## config.mk

```make
export PLATFORM = sky130hd
export DESIGN_NAME = wdt_top
export DESIGN_NICKNAME = d
export VERILOG_FILES = /design/src/wdt_pkg.sv /design/src/wdt_tick.sv /design/src/wdt_top.sv
export SDC_FILE = /design/constraint.sdc
export NUM_CORES = 1
export LEC_CHECK = 0
export ABC_AREA = 1
export BUFFER_PORTS_ARGS = -buffer_cell sky130_fd_sc_hd__buf_2
export CELL_PAD_IN_SITES_DETAIL_PLACEMENT = 1
export CELL_PAD_IN_SITES_GLOBAL_PLACEMENT = 1
export CORE_ASPECT_RATIO = 1.4
export CORE_MARGIN = 2
export CORE_UTILIZATION = 40
export DETAILED_ROUTE_END_ITERATION = 10
export MAX_ROUTING_LAYER = met4
export PLACE_DENSITY = 0.73
export SLEW_MARGIN = 20
export SYNTH_ARGS = -nofsm -noshare
export SYNTH_HDL_FRONTEND = slang
export SYNTH_SLANG_ARGS = --single-unit
```

## constraint.sdc

```tcl
create_clock -name clk_sys_in -period 3.4 [get_ports clk_sys_in]
set_input_delay 0.68 -clock clk_sys_in [delete_from_list [all_inputs] [get_ports clk_sys_in]]
set_output_delay 0.68 -clock clk_sys_in [all_outputs]
set_load 0.03 [all_outputs]
```

## src/wdt_pkg.sv

```systemverilog
// Constants and bus types for the seconds watchdog.
// Assumes one 40 MHz system clock and a single host I/O master.
package wdt_pkg;
  localparam int unsigned ADDR_W = 16;
  localparam logic [15:0] PORT_INDEX = 16'h002e;
  localparam logic [15:0] PORT_DATA = 16'h002f;
  localparam logic [15:0] PORT_REFRESH = 16'h0440;
  localparam logic [7:0] KEY_UNLOCK = 8'h87;
  localparam logic [7:0] KEY_LOCK = 8'haa;
  localparam logic [7:0] IDX_LDN = 8'h07;
  localparam logic [7:0] IDX_ACTIVATE = 8'h30;
  localparam logic [7:0] IDX_UNIT = 8'hf5;
  localparam logic [7:0] IDX_COUNT = 8'hf6;
  localparam logic [7:0] LDN_WATCHDOG = 8'h08;
  localparam logic [7:0] UNIT_SECONDS = 8'h00;
  localparam logic [5:0] TIMEOUT_MASK = 6'h3f;
  localparam logic [7:0] RST_LDN = 8'h00;
  localparam logic [7:0] RST_ACTIVATE = 8'h01;
  localparam logic [7:0] RST_UNIT = 8'h00;
  localparam logic [7:0] RST_COUNT = 8'h00;
  localparam logic [7:0] RST_INDEX = 8'h00;
  localparam int unsigned CLK_HZ = 40000000;
  localparam int unsigned SECOND_S = 1;
  localparam int unsigned CYCLES_PER_SEC = CLK_HZ * SECOND_S;
  localparam logic [5:0] SECS_PER_MIN = 6'h3c;

  typedef struct packed {
    logic [ADDR_W-1:0] addr;
    logic wr;
    logic rd;
    logic [7:0] wdata;
  } wdt_io_req_t;

  typedef enum logic [1:0] {
    CFG_LOCKED = 2'b00,
    CFG_KEY1 = 2'b01,
    CFG_OPEN = 2'b11
  } wdt_cfg_state_t;
endpackage : wdt_pkg

```

## src/wdt_tick.sv

```systemverilog
// One-second tick generator for the watchdog.
// Assumes a free-running system clock of known rate.
`timescale 1ns/1ps
`default_nettype none
module wdt_tick #(
  parameter int unsigned CYCLES_PER_SEC = wdt_pkg::CYCLES_PER_SEC
) (
  input wire logic clk_sys_in,
  input wire logic rst_in,
  input wire logic restart_in,
  output logic tick_out
);
  logic [31:0] cnt_q;
  logic [31:0] cnt_d;
  wire logic wrap = (cnt_q == 32'(CYCLES_PER_SEC - 1));

  // Restart aligns the first second to the refresh
  assign cnt_d = (restart_in || wrap) ? 32'h0000_0000 : cnt_q + 32'h1;
  assign tick_out = wrap && !restart_in;

  always_ff @(posedge clk_sys_in or posedge rst_in) begin
    if (rst_in) begin
      cnt_q <= 32'h0000_0000;
    end else begin
      cnt_q <= cnt_d;
    end
  end
endmodule : wdt_tick
`default_nettype wire

```

## src/wdt_top.sv

```systemverilog
// Watchdog with refresh port and keyed index/data configuration space.
// Assumes host I/O strobes are one-cycle and synchronous to clk_sys_in.
`timescale 1ns/1ps
`default_nettype none
module wdt_top #(
  parameter int unsigned CYCLES_PER_SEC = wdt_pkg::CYCLES_PER_SEC
) (
  input wire logic clk_sys_in,
  input wire logic rst_in,
  input wire wdt_pkg::wdt_io_req_t io_req_in,
  input wire logic expire_irq_sel_in,
  output logic [7:0] io_rdata_out,
  output logic cpu_reset_out,
  output logic irq_out,
  output logic active_out
);
  wdt_pkg::wdt_cfg_state_t cfg_q;
  wdt_pkg::wdt_cfg_state_t cfg_d;
  logic [7:0] index_q;
  logic [7:0] ldn_q;
  logic [7:0] activate_reg_q;
  logic [7:0] counter_unit_reg_q;
  logic [7:0] counter_value_reg_q;
  logic [7:0] counter_value_reg_d;
  logic [5:0] minute_q;
  logic [5:0] minute_d;
  logic enable_q;
  logic enable_d;
  logic irq_q;
  logic rst_pulse_q;
  logic [7:0] rdata_q;
  logic [7:0] rdata_d;
  logic sec_tick;
  logic [7:0] index_d;
  logic [7:0] ldn_d;
  logic [7:0] activate_reg_d;
  logic [7:0] counter_unit_reg_d;

  wire logic wr_index = io_req_in.wr && io_req_in.addr == wdt_pkg::PORT_INDEX;
  wire logic wr_data = io_req_in.wr && io_req_in.addr == wdt_pkg::PORT_DATA;
  wire logic wr_refresh =
    io_req_in.wr && io_req_in.addr == wdt_pkg::PORT_REFRESH;
  wire logic rd_refresh =
    io_req_in.rd && io_req_in.addr == wdt_pkg::PORT_REFRESH;
  wire logic is_open = (cfg_q == wdt_pkg::CFG_OPEN);
  wire logic is_unlock = io_req_in.wdata == wdt_pkg::KEY_UNLOCK;
  wire logic is_lock = io_req_in.wdata == wdt_pkg::KEY_LOCK;
  wire logic wd_sel = (ldn_q == wdt_pkg::LDN_WATCHDOG);
  wire logic cfg_wr = wr_data && is_open;
  wire logic wr_ldn = cfg_wr && index_q == wdt_pkg::IDX_LDN;
  wire logic wr_act = cfg_wr && wd_sel && index_q == wdt_pkg::IDX_ACTIVATE;
  wire logic wr_unit = cfg_wr && wd_sel && index_q == wdt_pkg::IDX_UNIT;
  wire logic wr_cnt = cfg_wr && wd_sel && index_q == wdt_pkg::IDX_COUNT;
  wire logic [5:0] timeout = io_req_in.wdata[5:0] & wdt_pkg::TIMEOUT_MASK;
  // Any load realigns the second prescaler to the write
  wire logic tick_restart = wr_refresh || wr_cnt;

  // Index only moves while open, so a stray byte cannot retarget data
  assign index_d = (wr_index && is_open) ? io_req_in.wdata : index_q;
  assign ldn_d = wr_ldn ? io_req_in.wdata : ldn_q;
  assign activate_reg_d = wr_act ? io_req_in.wdata : activate_reg_q;
  assign counter_unit_reg_d =
    wr_unit ? io_req_in.wdata : counter_unit_reg_q;

  // Key must arrive on two back-to-back index writes
  always_comb begin
    cfg_d = cfg_q;
    case (cfg_q)
      wdt_pkg::CFG_LOCKED: begin
        if (wr_index && is_unlock) begin
          cfg_d = wdt_pkg::CFG_KEY1;
        end
      end
      wdt_pkg::CFG_KEY1: begin
        if (wr_index) begin
          cfg_d = is_unlock ? wdt_pkg::CFG_OPEN : wdt_pkg::CFG_LOCKED;
        end
      end
      wdt_pkg::CFG_OPEN: begin
        if (wr_index && is_lock) begin
          cfg_d = wdt_pkg::CFG_LOCKED;
        end
      end
      default: begin
        cfg_d = wdt_pkg::CFG_LOCKED;
      end
    endcase
  end

  wdt_tick #(
    .CYCLES_PER_SEC(CYCLES_PER_SEC)
  ) u_tick (
    .clk_sys_in(clk_sys_in),
    .rst_in(rst_in),
    .restart_in(tick_restart),
    .tick_out(sec_tick)
  );

  // Nonzero unit counts minutes; seconds is the documented mode
  wire logic unit_secs = (counter_unit_reg_q == wdt_pkg::UNIT_SECONDS);
  wire logic min_wrap = (minute_q == wdt_pkg::SECS_PER_MIN - 6'h1);
  wire logic unit_tick = sec_tick && (unit_secs || min_wrap);
  wire logic counting = activate_reg_q[0] && enable_q &&
    counter_value_reg_q != 8'h00;
  wire logic dec = counting && unit_tick;
  wire logic expire = dec && counter_value_reg_q == 8'h01;

  always_comb begin
    minute_d = minute_q;
    if (tick_restart || min_wrap && sec_tick) begin
      minute_d = 6'h00;
    end else if (sec_tick) begin
      minute_d = minute_q + 6'h1;
    end
  end

  // Refresh wins over the same-cycle tick so a rewrite is never lost
  always_comb begin
    counter_value_reg_d = counter_value_reg_q;
    enable_d = enable_q;
    if (wr_refresh) begin
      counter_value_reg_d = {2'b00, timeout};
      enable_d = 1'b1;
    end else if (wr_cnt) begin
      counter_value_reg_d = io_req_in.wdata;
      enable_d = 1'b1;
    end else if (dec) begin
      counter_value_reg_d = counter_value_reg_q - 8'h01;
    end
    if (rd_refresh) begin
      enable_d = 1'b0;
    end
  end

  always_comb begin
    rdata_d = rdata_q;
    if (io_req_in.rd) begin
      case (io_req_in.addr)
        wdt_pkg::PORT_INDEX: rdata_d = index_q;
        wdt_pkg::PORT_REFRESH: rdata_d = counter_value_reg_q;
        wdt_pkg::PORT_DATA: begin
          rdata_d = 8'h00;
          if (is_open && index_q == wdt_pkg::IDX_LDN) begin
            rdata_d = ldn_q;
          end else if (is_open && wd_sel) begin
            case (index_q)
              wdt_pkg::IDX_ACTIVATE: rdata_d = activate_reg_q;
              wdt_pkg::IDX_UNIT: rdata_d = counter_unit_reg_q;
              wdt_pkg::IDX_COUNT: rdata_d = counter_value_reg_q;
              default: rdata_d = 8'h00;
            endcase
          end
        end
        default: rdata_d = 8'h00;
      endcase
    end
  end

  // Configuration space
  always_ff @(posedge clk_sys_in or posedge rst_in) begin
    if (rst_in) begin
      cfg_q <= wdt_pkg::CFG_LOCKED;
      index_q <= wdt_pkg::RST_INDEX;
      ldn_q <= wdt_pkg::RST_LDN;
      activate_reg_q <= wdt_pkg::RST_ACTIVATE;
      counter_unit_reg_q <= wdt_pkg::RST_UNIT;
    end else begin
      cfg_q <= cfg_d;
      index_q <= index_d;
      ldn_q <= ldn_d;
      activate_reg_q <= activate_reg_d;
      counter_unit_reg_q <= counter_unit_reg_d;
    end
  end

  // Countdown state
  always_ff @(posedge clk_sys_in or posedge rst_in) begin
    if (rst_in) begin
      counter_value_reg_q <= wdt_pkg::RST_COUNT;
      minute_q <= 6'h00;
      enable_q <= 1'b0;
    end else begin
      counter_value_reg_q <= counter_value_reg_d;
      minute_q <= minute_d;
      enable_q <= enable_d;
    end
  end

  // Registered so read data stands until the next read
  always_ff @(posedge clk_sys_in or posedge rst_in) begin
    if (rst_in) begin
      rdata_q <= 8'h00;
    end else begin
      rdata_q <= rdata_d;
    end
  end

  // One-cycle pulse; stretching is left to the reset logic outside
  always_ff @(posedge clk_sys_in or posedge rst_in) begin
    if (rst_in) begin
      rst_pulse_q <= 1'b0;
    end else begin
      rst_pulse_q <= expire && !expire_irq_sel_in;
    end
  end

  // Interrupt holds until software touches the refresh port
  always_ff @(posedge clk_sys_in or posedge rst_in) begin
    if (rst_in) begin
      irq_q <= 1'b0;
    end else if (expire && expire_irq_sel_in) begin
      irq_q <= 1'b1;
    end else if (wr_refresh || rd_refresh) begin
      irq_q <= 1'b0;
    end
  end

  assign io_rdata_out = rdata_q;
  assign cpu_reset_out = rst_pulse_q;
  assign irq_out = irq_q;
  assign active_out = counting;
endmodule : wdt_top
`default_nettype wire

```

Word-level counts from Yosys, hierarchy flattened
Index checks and enable logic that the tools add are counted.
{"block": "word_totals", "out_inout_bits": 11, "inputBits": 29, "romBits": 0, "memories": 0, "ram_bits": 0, "latchBits": 0, "wordCells": 92, "regBits": 91}
{"block": "op_classes", "n_reduce_logical": 39, "add_sub_neg": 3, "mul": 0, "div_mod_pow": 0, "n_lt_le_gt_ge": 0, "mux": 20, "n_bitwise": 0, "n_eq_ne": 18, "n_shift": 0}
{"operator": "$pmux 8 s3", "count": 2}
{"operator": "$mux 8", "count": 5}
{"operator": "$add 32x1->32 const B", "count": 1}
{"operator": "$eq 16x6->1 const B", "count": 2}
{"operator": "$eq 32x26->1 const B", "count": 1}
{"operator": "$eq 8x8->1 const B", "count": 4}
{"operator": "$mux 32", "count": 1}
{"operator": "$logic_and 1x1->1", "count": 24}
{"operator": "$eq 16x11->1 const B", "count": 1}
{"operator": "$mux 6", "count": 2}
{"operator": "$eq 8x1->1 const B", "count": 1}
{"operator": "$eq 8x3->1 const B", "count": 1}
{"operator": "$eq 8x4->1 const B", "count": 1}
{"operator": "$eq 8x6->1 const B", "count": 1}
{"operator": "$logic_not 8->1", "count": 1}
{"operator": "$mux 2", "count": 4}
{"operator": "$reduce_bool 8->1", "count": 1}
{"operator": "$sub 8x1->8 const B", "count": 1}
{"operator": "$add 6x1->6 const B", "count": 1}
{"operator": "$eq 6x6->1 const B", "count": 1}
{"operator": "$pmux 2 s3", "count": 1}
{"operator": "$reduce_bool 3->1", "count": 2}
{"operator": "$logic_or 1x1->1", "count": 5}
{"operator": "$mux 1", "count": 5}
{"operator": "8 further kinds", "count": 11}

Logic depth before layout (Yosys ltp)
Gate-level depths: netlist of run 1.
{"block": "depth", "depth_word": 13, "depth_mapped": 12, "mapped_depth_nobuf": 12}

Hierarchy
From an unflattened synthesis of run 1, not the netlist that was laid out.
{"block": "hier_totals", "hier_cells": 860, "area_unflattened_um2": 5888.1}
{"mod": "wdt_top", "seq_area_each_um2": 1477.7, "area_per_inst_um2": 3783.6, "cells_per_inst": 531, "instances": 1}
{"mod": "wdt_tick", "seq_area_each_um2": 800.8, "area_per_inst_um2": 2104.5, "cells_per_inst": 329, "instances": 1}

Worst setup path before layout of run 1
OpenSTA, ideal clock, no wires.
{"block": "synth_timing", "path_kind": "in2reg", "from": "input io_req_in[19] (netlist bit)", "to": "register activate_reg_q[1]", "stages": 11, "n_path_buf": 1, "slack_ns": 1.532, "t_arrival_ns": 1.747, "required_time_ns": 3.279, "setup_time_ns": 0.121, "cell_sequence": "nor2_1 nand2_1 inv_1 nand2_1 nor2_4 nand2_2 nor2_4 nand3_4 buf_6 nand2_1 o21ai_2"}
{"block": "synth_via", "elab_chain_cells": 5}
{"item": "start: declaration", "line": "wdt_top.sv:10", "text": "input wire wdt_pkg::wdt_io_req_t io_req_in,"}
{"item": "$eq 16x6->1", "line": "wdt_top.sv:40", "text": "wire logic wr_data = io_req_in.wr && io_req_in.addr == wdt_pkg::PORT_DATA;"}
{"item": "$logic_and 1x1->1", "line": "wdt_top.sv:40"}
{"item": "$logic_and 1x1->1", "line": "wdt_top.sv:49", "text": "wire logic cfg_wr = wr_data && is_open;"}
{"item": "$logic_and 1x1->1 (2 in series)", "line": "wdt_top.sv:51", "text": "wire logic wr_act = cfg_wr && wd_sel && index_q == wdt_pkg::IDX_ACTIVATE;"}
{"item": "end signal: assignment", "line": "wdt_top.sv:165", "text": "activate_reg_q <= wdt_pkg::RST_ACTIVATE;"}
{"item": "end signal: assignment", "line": "wdt_top.sv:171", "text": "activate_reg_q <= activate_reg_d;"}
{"item": "end: declaration", "line": "wdt_top.sv:21", "text": "logic [7:0] activate_reg_q;"}
Every way passes these cells.
A chain may end at the register's enable or synchronous reset.

Worst setup path in the final report of run 1
{"block": "layout_timing", "from": "register counter_value_reg_q[4]", "to": "output active_out"}
{"block": "layout_via", "elab_chain_cells": 2}
{"item": "start: declaration", "line": "wdt_top.sv:23", "text": "logic [7:0] counter_value_reg_q;"}
{"item": "start signal: assignment", "line": "wdt_top.sv:179", "text": "counter_value_reg_q <= wdt_pkg::RST_COUNT;"}
{"item": "start signal: assignment", "line": "wdt_top.sv:183", "text": "counter_value_reg_q <= counter_value_reg_d;"}
{"item": "$reduce_bool 8->1", "line": "wdt_top.sv:104", "text": "counter_value_reg_q != 8'h00;"}
{"item": "$logic_and 1x1->1", "line": "wdt_top.sv:103", "text": "wire logic counting = activate_reg_q[0] && enable_q &&"}
{"item": "end: declaration", "line": "wdt_top.sv:15", "text": "output logic active_out"}
Every way passes these cells.

==> impl_metrics.json, run 1 <==
{
  "status": "completed",
  "synth-edff-count": 0,
  "final_layout_size_suffix_gt1_share_pct": 13.4,
  "synth_ff_type": "dfrtp_1",
  "final_core_utilization_pct": 45.5,
  "placed_area_mm2": 0.00605,
  "finalWorstPathRequiredPeriod_ps": 2440,
  "post_cts_hold_buffer_count": 0,
  "timing_worst_setup_path_type": "reg -> out",
  "antenna_violations_before_repair": 0,
  "maxCapViolations": 0,
  "avg_inst_size_synth_um2": 7.19,
  "crit_chain": "nor2_1 > nand3_1 > o21bai_1 > inv_1 > buf_2",
  "report.final.slew_viol_count": 0,
  "achievable-frequency_mhz": 410,
  "cpPeakStageDelay_ps": 430,
  "synthMostInstantiatedCell": "nand2_1",
  "port-buffer-count": 39,
  "postSynthRegisterBits": 91,
  "final_antenna_net_count": 0,
  "clock_root_buffer": "clkbuf_16",
  "cts.sink_count": 91,
  "synthTopCellsByArea": "dfrtp_1 (40%), nand2_1 (15%), nor2_1 (7.2%)",
  "synth_cell_type_count": 39,
  "route.detailed.wl_per_inst_um": 17.4,
  "timing.critical_path.from_type": "flip-flop",
  "gr-usage-all-layers_pct": 25.4,
  "synth.top_cell.area_share_pct": 39.7,
  "detailedRoute.firstIterationViolations": 202,
  "routed-via-count": 5375,
  "floorplan.rows": 51,
  "finish.cell_count_without_fillers": 1020,
  "worst_setup_hold_path_clk_slew_ps": 70,
  "clkLatencyLatePin_ps": 350,
  "vias_per_cell": 5.27,
  "cts_tree": "done",
  "global_route_wire_length_before_repair_mm": 28.8,
  "power_density_mw_per_mm2": 349,
  "worst_ir_drop_vdd_v": 0.000218,
  "synth_nets": 823,
  "critPathCaptureType": "output port",
  "io-pin-count": 40,
  "unrepaired_setup_endpoints_after_global_routing": "no",
  "final_hold_viol_count": 0,
  "hp-class": "in -> async",
  "worstMarginPinSlew_ps": 730,
  "clock_tree.htree_level_count": 3,
  "netlist_area_mm2": 0.00567,
  "async_s_r_ff_share_synth_pct": 100,
  "floorplan.die.width_um": 105,
  "power_leakage_nw": 3.06,
  "syn_to_final_growth_pct": 11.6,
  "cp_slowest_cell": "dfrtp_1",
  "final_net_count": 864,
  "die-area_mm2": 0.0152,
  "cts_buffer_depth": 2,
  "globalplace.congestion": 0.915,
  "top_fanout_value_on_the_critical_path": 5,
  "critPathArrivalTime_ps": 1760,
  "global_route_overflow": 0,
  "coreArea_mm2": 0.0139,
  "tns_ps": 0,
  "detailed_route_wire_length_mm": 17.8,
  "slew-limit-headroom_pct": 51.1,
  "cp.buffers_inverters": 2,
  "antenna_diode_count": 0,
  "die-height_um": 145,
  "grt_start_max_net_pins": 92,
  "critical-path-top-delay-family": "simple AND/OR/NAND/NOR gates",
  "first_global_vias": 5709,
  "setup_violations": 0,
  "drt_pass1_iterations": 4,
  "numCtsBuffers": 9,
  "cts.repair_timing.setup_buffer_count": 0,
  "fin_worst_skew_ps": 8.65,
  "synth_cells": 789,
  "detail_route.drc_violations": 0,
  "finish.instance_area_mm2": 0.00633,
  "cp_data_required_time_ps": 2720,
  "synth_common_cells": "nand2_1 (222), nor2_1 (109), inv_1 (95)",
  "yosys_warns": 0,
  "synth.largest_area_cell": "dfrtp_1",
  "final_clock_period_utilization_by_the_worst_path_pct": 71.8,
  "floorplan.initialDensity_pct": 40.8,
  "dp_hpwl_mm": 14.0,
  "cts-resized-gates": 0,
  "portion_of_the_post_synthesis_area_used_by_sequential_elements_pct": 40.2,
  "timing.hold.ws_ps": 441,
  "dp_cells": 1004
}
area by class of cell:
type	count	area [um^2]
Clock buffer	9	225
Clock inverter	7	56.3
Timing Repair Buffer	40	215
Inverter	102	384
Multi-Input combinational cell	586	2940
Fill cell	1835	7580
Tap cell	185	231
Sequential cell	91	2280
cell families after synthesis:
logic type	count (synthesis)	synth area share, %
xor gates and xnor gates	19	2.93
buffers and inverters	112	8.03
adders and majority gates	5	1.10
and+or+nand+nor	500	41.4
AOI/OAI and AO/OA	62	6.40
DFF	91	40.2
report_power, final:
group / internal, mW / switching, mW / total, mW
Combinational: 0.0328 / 0.0811 / 0.114
Sequential: 1.10 / 0.0145 / 1.11
Clock: 0.510 / 0.470 / 0.980
worst reg2reg max path: cells and delay by family, from the launching register on:
kind,cells,cell delay [ps]
buffers and inverters,1,170
flip-flops,1,460
AND/OR/NAND/NOR,7,1350
registers in the layout (all words and copies together) (netlist names):
register / cells
cfg_q: 2
index_q: 8
u_tick.cnt_q: 32
enable_q: 1
counter_unit_reg_q: 8
cpu_reset_out: 1
minute_q: 6
irq_out: 1
activate_reg_q: 8
counter_value_reg_q: 8
ldn_q: 8
io_rdata_out: 8
placed cells by master, fill, tap and decap left out, drive strengths merged:
cell,count
buf,40
dfstp,1
nor2,127
o21bai,1
dfrtp,90
xnor2,4
a21oi,12
inv,105
nand2,229
ha,5
nor3b,6
nand4,29
o21ai,43
clkbuf,9
and3,2
clkinv,4
nor4,3
xor2,15
a21o,1
or2,1
o22ai,5
nand3,78
nor3,25
per-layer routing:
metal	global-route usage [%]	up-vias	share of wire (%)
met5	-	-	0
met4	13.7	0	4.9
met3	2.69	50	2.2
met2	48.8	93	56
met1	25.1	2620	37
li1	-	2612	-
stage by stage:
| step | power (mW) | setup slack (ps) |
|---|---|---|
| floorplan | 1.20 | 358 |
| detailed placement | 1.25 | 940 |
| CTS | 2.24 | 953 |
| global placement | 1.24 | 1020 |
| finish | 2.21 | 958 |
| global route | 2.29 | 845 |
final timing paths:
path / startpoint / end / slack, ps / cells past startpoint
max: counter_value_reg_q[4] / active_out / 960 / 5
min: rst_in / counter_unit_reg_q[5] / 440 / 3
max reg2reg: index_q[0] / minute_q[2] / 1320 / 8
min reg2reg: u_tick.cnt_q[0] / u_tick.cnt_q[0] / 470 / 1
max in group asynchronous: rst_in / io_rdata_out[7] / 2580 / 3
min in group clk_sys_in: u_tick.cnt_q[0] / u_tick.cnt_q[0] / 470 / 1
No activity file was read; power rests on OpenSTA's default activity.
==> inputs of run 2 (changes only) <==
--- a/config.mk
+++ b/config.mk
@@ -14,7 +14,7 @@
 export CORE_UTILIZATION = 40
 export DETAILED_ROUTE_END_ITERATION = 10
 export MAX_ROUTING_LAYER = met4
-export PLACE_DENSITY = 0.73
+export PLACE_DENSITY = 0.76
 export SLEW_MARGIN = 20
 export SYNTH_ARGS = -nofsm -noshare
 export SYNTH_HDL_FRONTEND = slang
==> constraint.sdc (replaced) <==
create_clock -name clk_sys_in -period 2 [get_ports clk_sys_in]
set_input_delay 0.4 -clock clk_sys_in [delete_from_list [all_inputs] [get_ports clk_sys_in]]
set_output_delay 0.4 -clock clk_sys_in [all_outputs]
set_load 0.03 [all_outputs]
==> run 2 against run 1 <==
Effect of this change: design area grew 6.9%; hold slack got worse by 400 ps; die area unchanged; global-route usage grew 1.1 points; cell count grew 3.9%; count of clock-buffer cells in the layout is the same; critical path depth increased by 3; total power up 73%; utilization up 3.1 points; via count is 4.3% higher; register-to-register slack worse by 1200 ps; critical path type is now reg -> reg; highest routed layer unchanged.
==> impl_metrics.json, run 2 (synthesis gave the netlist of run 1 again) <==
{
  "status": "completed",
  "dp_hpwl_mm": 15.1,
  "first_global_vias": 6052,
  "timing.critical_path.from_type": "flip-flop",
  "hp-class": "in -> async",
  "detail_route.drc_violations": 0,
  "worstMarginPinSlew_ps": 439,
  "final_net_count": 904,
  "totalPowerFinal_mw": 3.82,
  "top_fanout_value_on_the_critical_path": 16,
  "drt_pass1_iterations": 4,
  "final_core_utilization_pct": 48.6,
  "report.final.slew_viol_count": 0,
  "final_layout_size_suffix_gt1_share_pct": 18.6,
  "fin_worst_skew_ps": 15.2,
  "global_route_wire_length_before_repair_mm": 30.0,
  "achievable-frequency_mhz": 522,
  "die-area_mm2": 0.0152,
  "tns_ps": 0,
  "clock_power_share_pct": 44.9,
  "dp_cells": 1030,
  "cts.sink_count": 91,
  "gr-usage-all-layers_pct": 26.4,
  "p_int_mw": 2.81,
  "most-common-layout-cells": "nand2_1 (220), nor2_1 (105), inv_1 (92), dfrtp_1 (90), nand3_1 (71)",
  "clkLatencyLatePin_ps": 350,
  "unrepaired_setup_endpoints_after_global_routing": "yes",
  "globalplace.congestion": 0.920,
  "die-height_um": 145,
  "combPwrFrac_pct": 5.5,
  "post_cts_hold_buffer_count": 0,
  "final_antenna_net_count": 0,
  "clock_tree.htree_level_count": 3,
  "coreArea_mm2": 0.0139,
  "floorplan.initialDensity_pct": 40.8,
  "power_density_mw_per_mm2": 564,
  "finish.instance_area_mm2": 0.00676,
  "critical-path-top-delay-family": "simple AND/OR/NAND/NOR gates",
  "io-pin-count": 40,
  "largest_register_ff_count": 32,
  "pwr-share-seq_pct": 49.6,
  "clock_root_buffer": "clkbuf_16",
  "critPathCaptureType": "flip-flop",
  "vias_per_cell": 5.29,
  "floorplan.rows": 51,
  "antenna_diode_count": 0,
  "setup.reg_to_reg.worst_slack_ps": 90,
  "cpPeakStageDelay_ps": 430,
  "nFillCells": 1858,
  "cp_slowest_cell": "dfrtp_1",
  "top_register": "u_tick.cnt_q",
  "multiInputGateArea_mm2": 0.00301,
  "regToRegStartpoint": "ldn_q[4]",
  "setup_violations": 0,
  "port-buffer-count": 39,
  "detailedRoute.firstIterationViolations": 184,
  "cts_tree": "done",
  "worst_ir_drop_vdd_v": 0.000365,
  "finish.cell_count_without_fillers": 1060,
  "cts_buffer_depth": 2,
  "route.detailed.wl_per_inst_um": 18.0,
  "crit_chain": "nor2_1 > nand2_1 > nor2_2 > inv_1 > nor2_4 > nand3_4 > nand2_1 > o21ai_2",
  "power_leakage_nw": 3.27,
  "antenna_violations_before_repair": 0,
  "ff2ff_path_depth": 8,
  "routed-via-count": 5604,
  "layout.area.seq_mm2": 0.00228,
  "cp_data_required_time_ps": 2230,
  "detailed_route_wire_length_mm": 19.1,
  "final_clock_period_utilization_by_the_worst_path_pct": 95.7,
  "global_route_overflow": 0,
  "numCtsBuffers": 9,
  "critPathArrivalTime_ps": 2140,
  "placed_area_mm2": 0.00627,
  "finalWorstPathRequiredPeriod_ps": 1910,
  "maxCapViolations": 0,
  "syn_to_final_growth_pct": 19.2,
  "sw_frac_of_total_pct": 26.4,
  "floorplan.die.width_um": 105,
  "worst_r2r_endpoint": "activate_reg_q[1]",
  "cp.buffers_inverters": 1,
  "worst_setup_hold_path_clk_slew_ps": 80,
  "slew-limit-headroom_pct": 70.7,
  "switching_component_of_the_power_mw": 1.01,
  "final_hold_viol_count": 0,
  "grt_start_max_net_pins": 37,
  "timing_worst_setup_path_type": "reg -> reg",
  "critical_path.most_common_cell": "nand2_1",
  "final_common_cell": "nand2_1"
}
run 2: cell count changes in the layout (fill, tap and decap cells not counted), moves of 3 or more:
cell,change
clkinv_2,-3
nor2_1,-4
clkinvlp_4,+4
nor2_4,+4
buf_4,+36
buf_12,+3
run 2: timing repair:
action	4_1_cts	5_1_grt
resized for setup	1	22
cloned	0	0
setup endpoints to repair	1	22
buffers inserted	1	13
pin swaps	1	8
run 2: routing by layer:
| metal | wire, um | up-vias | GRT usage [%] |
|---|---|---|---|
| li1 | - | 2692 | - |
| met1 | 6660 | 2719 | 24.3 |
| met2 | 10800 | 129 | 52.5 |
| met3 | 548 | 64 | 3.27 |
| met4 | 1060 | 0 | 15.1 |
| met5 | 0 | - | - |
run 2: power by group through the flow:
stage,clock (mW),sequential (mW),combinational [mW]
after floorplan,0,1.92,0.110
after global placement,0,1.92,0.202
after detailed placement,0,1.93,0.211
after CTS,1.74,1.89,0.212
after global routing,1.80,1.89,0.238
final,1.71,1.89,0.211
run 2: area by class of cell:
class | count | area share, %
Multi-Input combinational cell | 586 | 44.5
Sequential cell | 91 | 33.7
Timing Repair Buffer | 80 | 8.33
Inverter | 102 | 5.77
Tap cell | 185 | 3.42
Clock buffer | 9 | 3.33
Clock inverter | 7 | 0.981
run 2: stage by stage:
step	worst slack, ps	hold slack [ps]
detailed placement	24.2	431
CTS	32.8	54.1
global route	-43.3	64.8
floorplan	376	431
global placement	110	423
finish	86.0	40.5
run 2: how the worst max path moves through the flow:
stage | startpoint | end | cells past startpoint
6_report | ldn_q[4] | activate_reg_q[1] | 8
5_1_grt | u_tick.cnt_q[23] | counter_value_reg_q[3] | 9
4_1_cts | u_tick.cnt_q[0] | counter_value_reg_q[1] | 10
3_5_place_dp | io_req_in[19] | activate_reg_q[1] | 11
3_3_place_gp | io_req_in[14] | activate_reg_q[5] | 11
2_1_floorplan | u_tick.cnt_q[0] | counter_value_reg_q[1] | 10
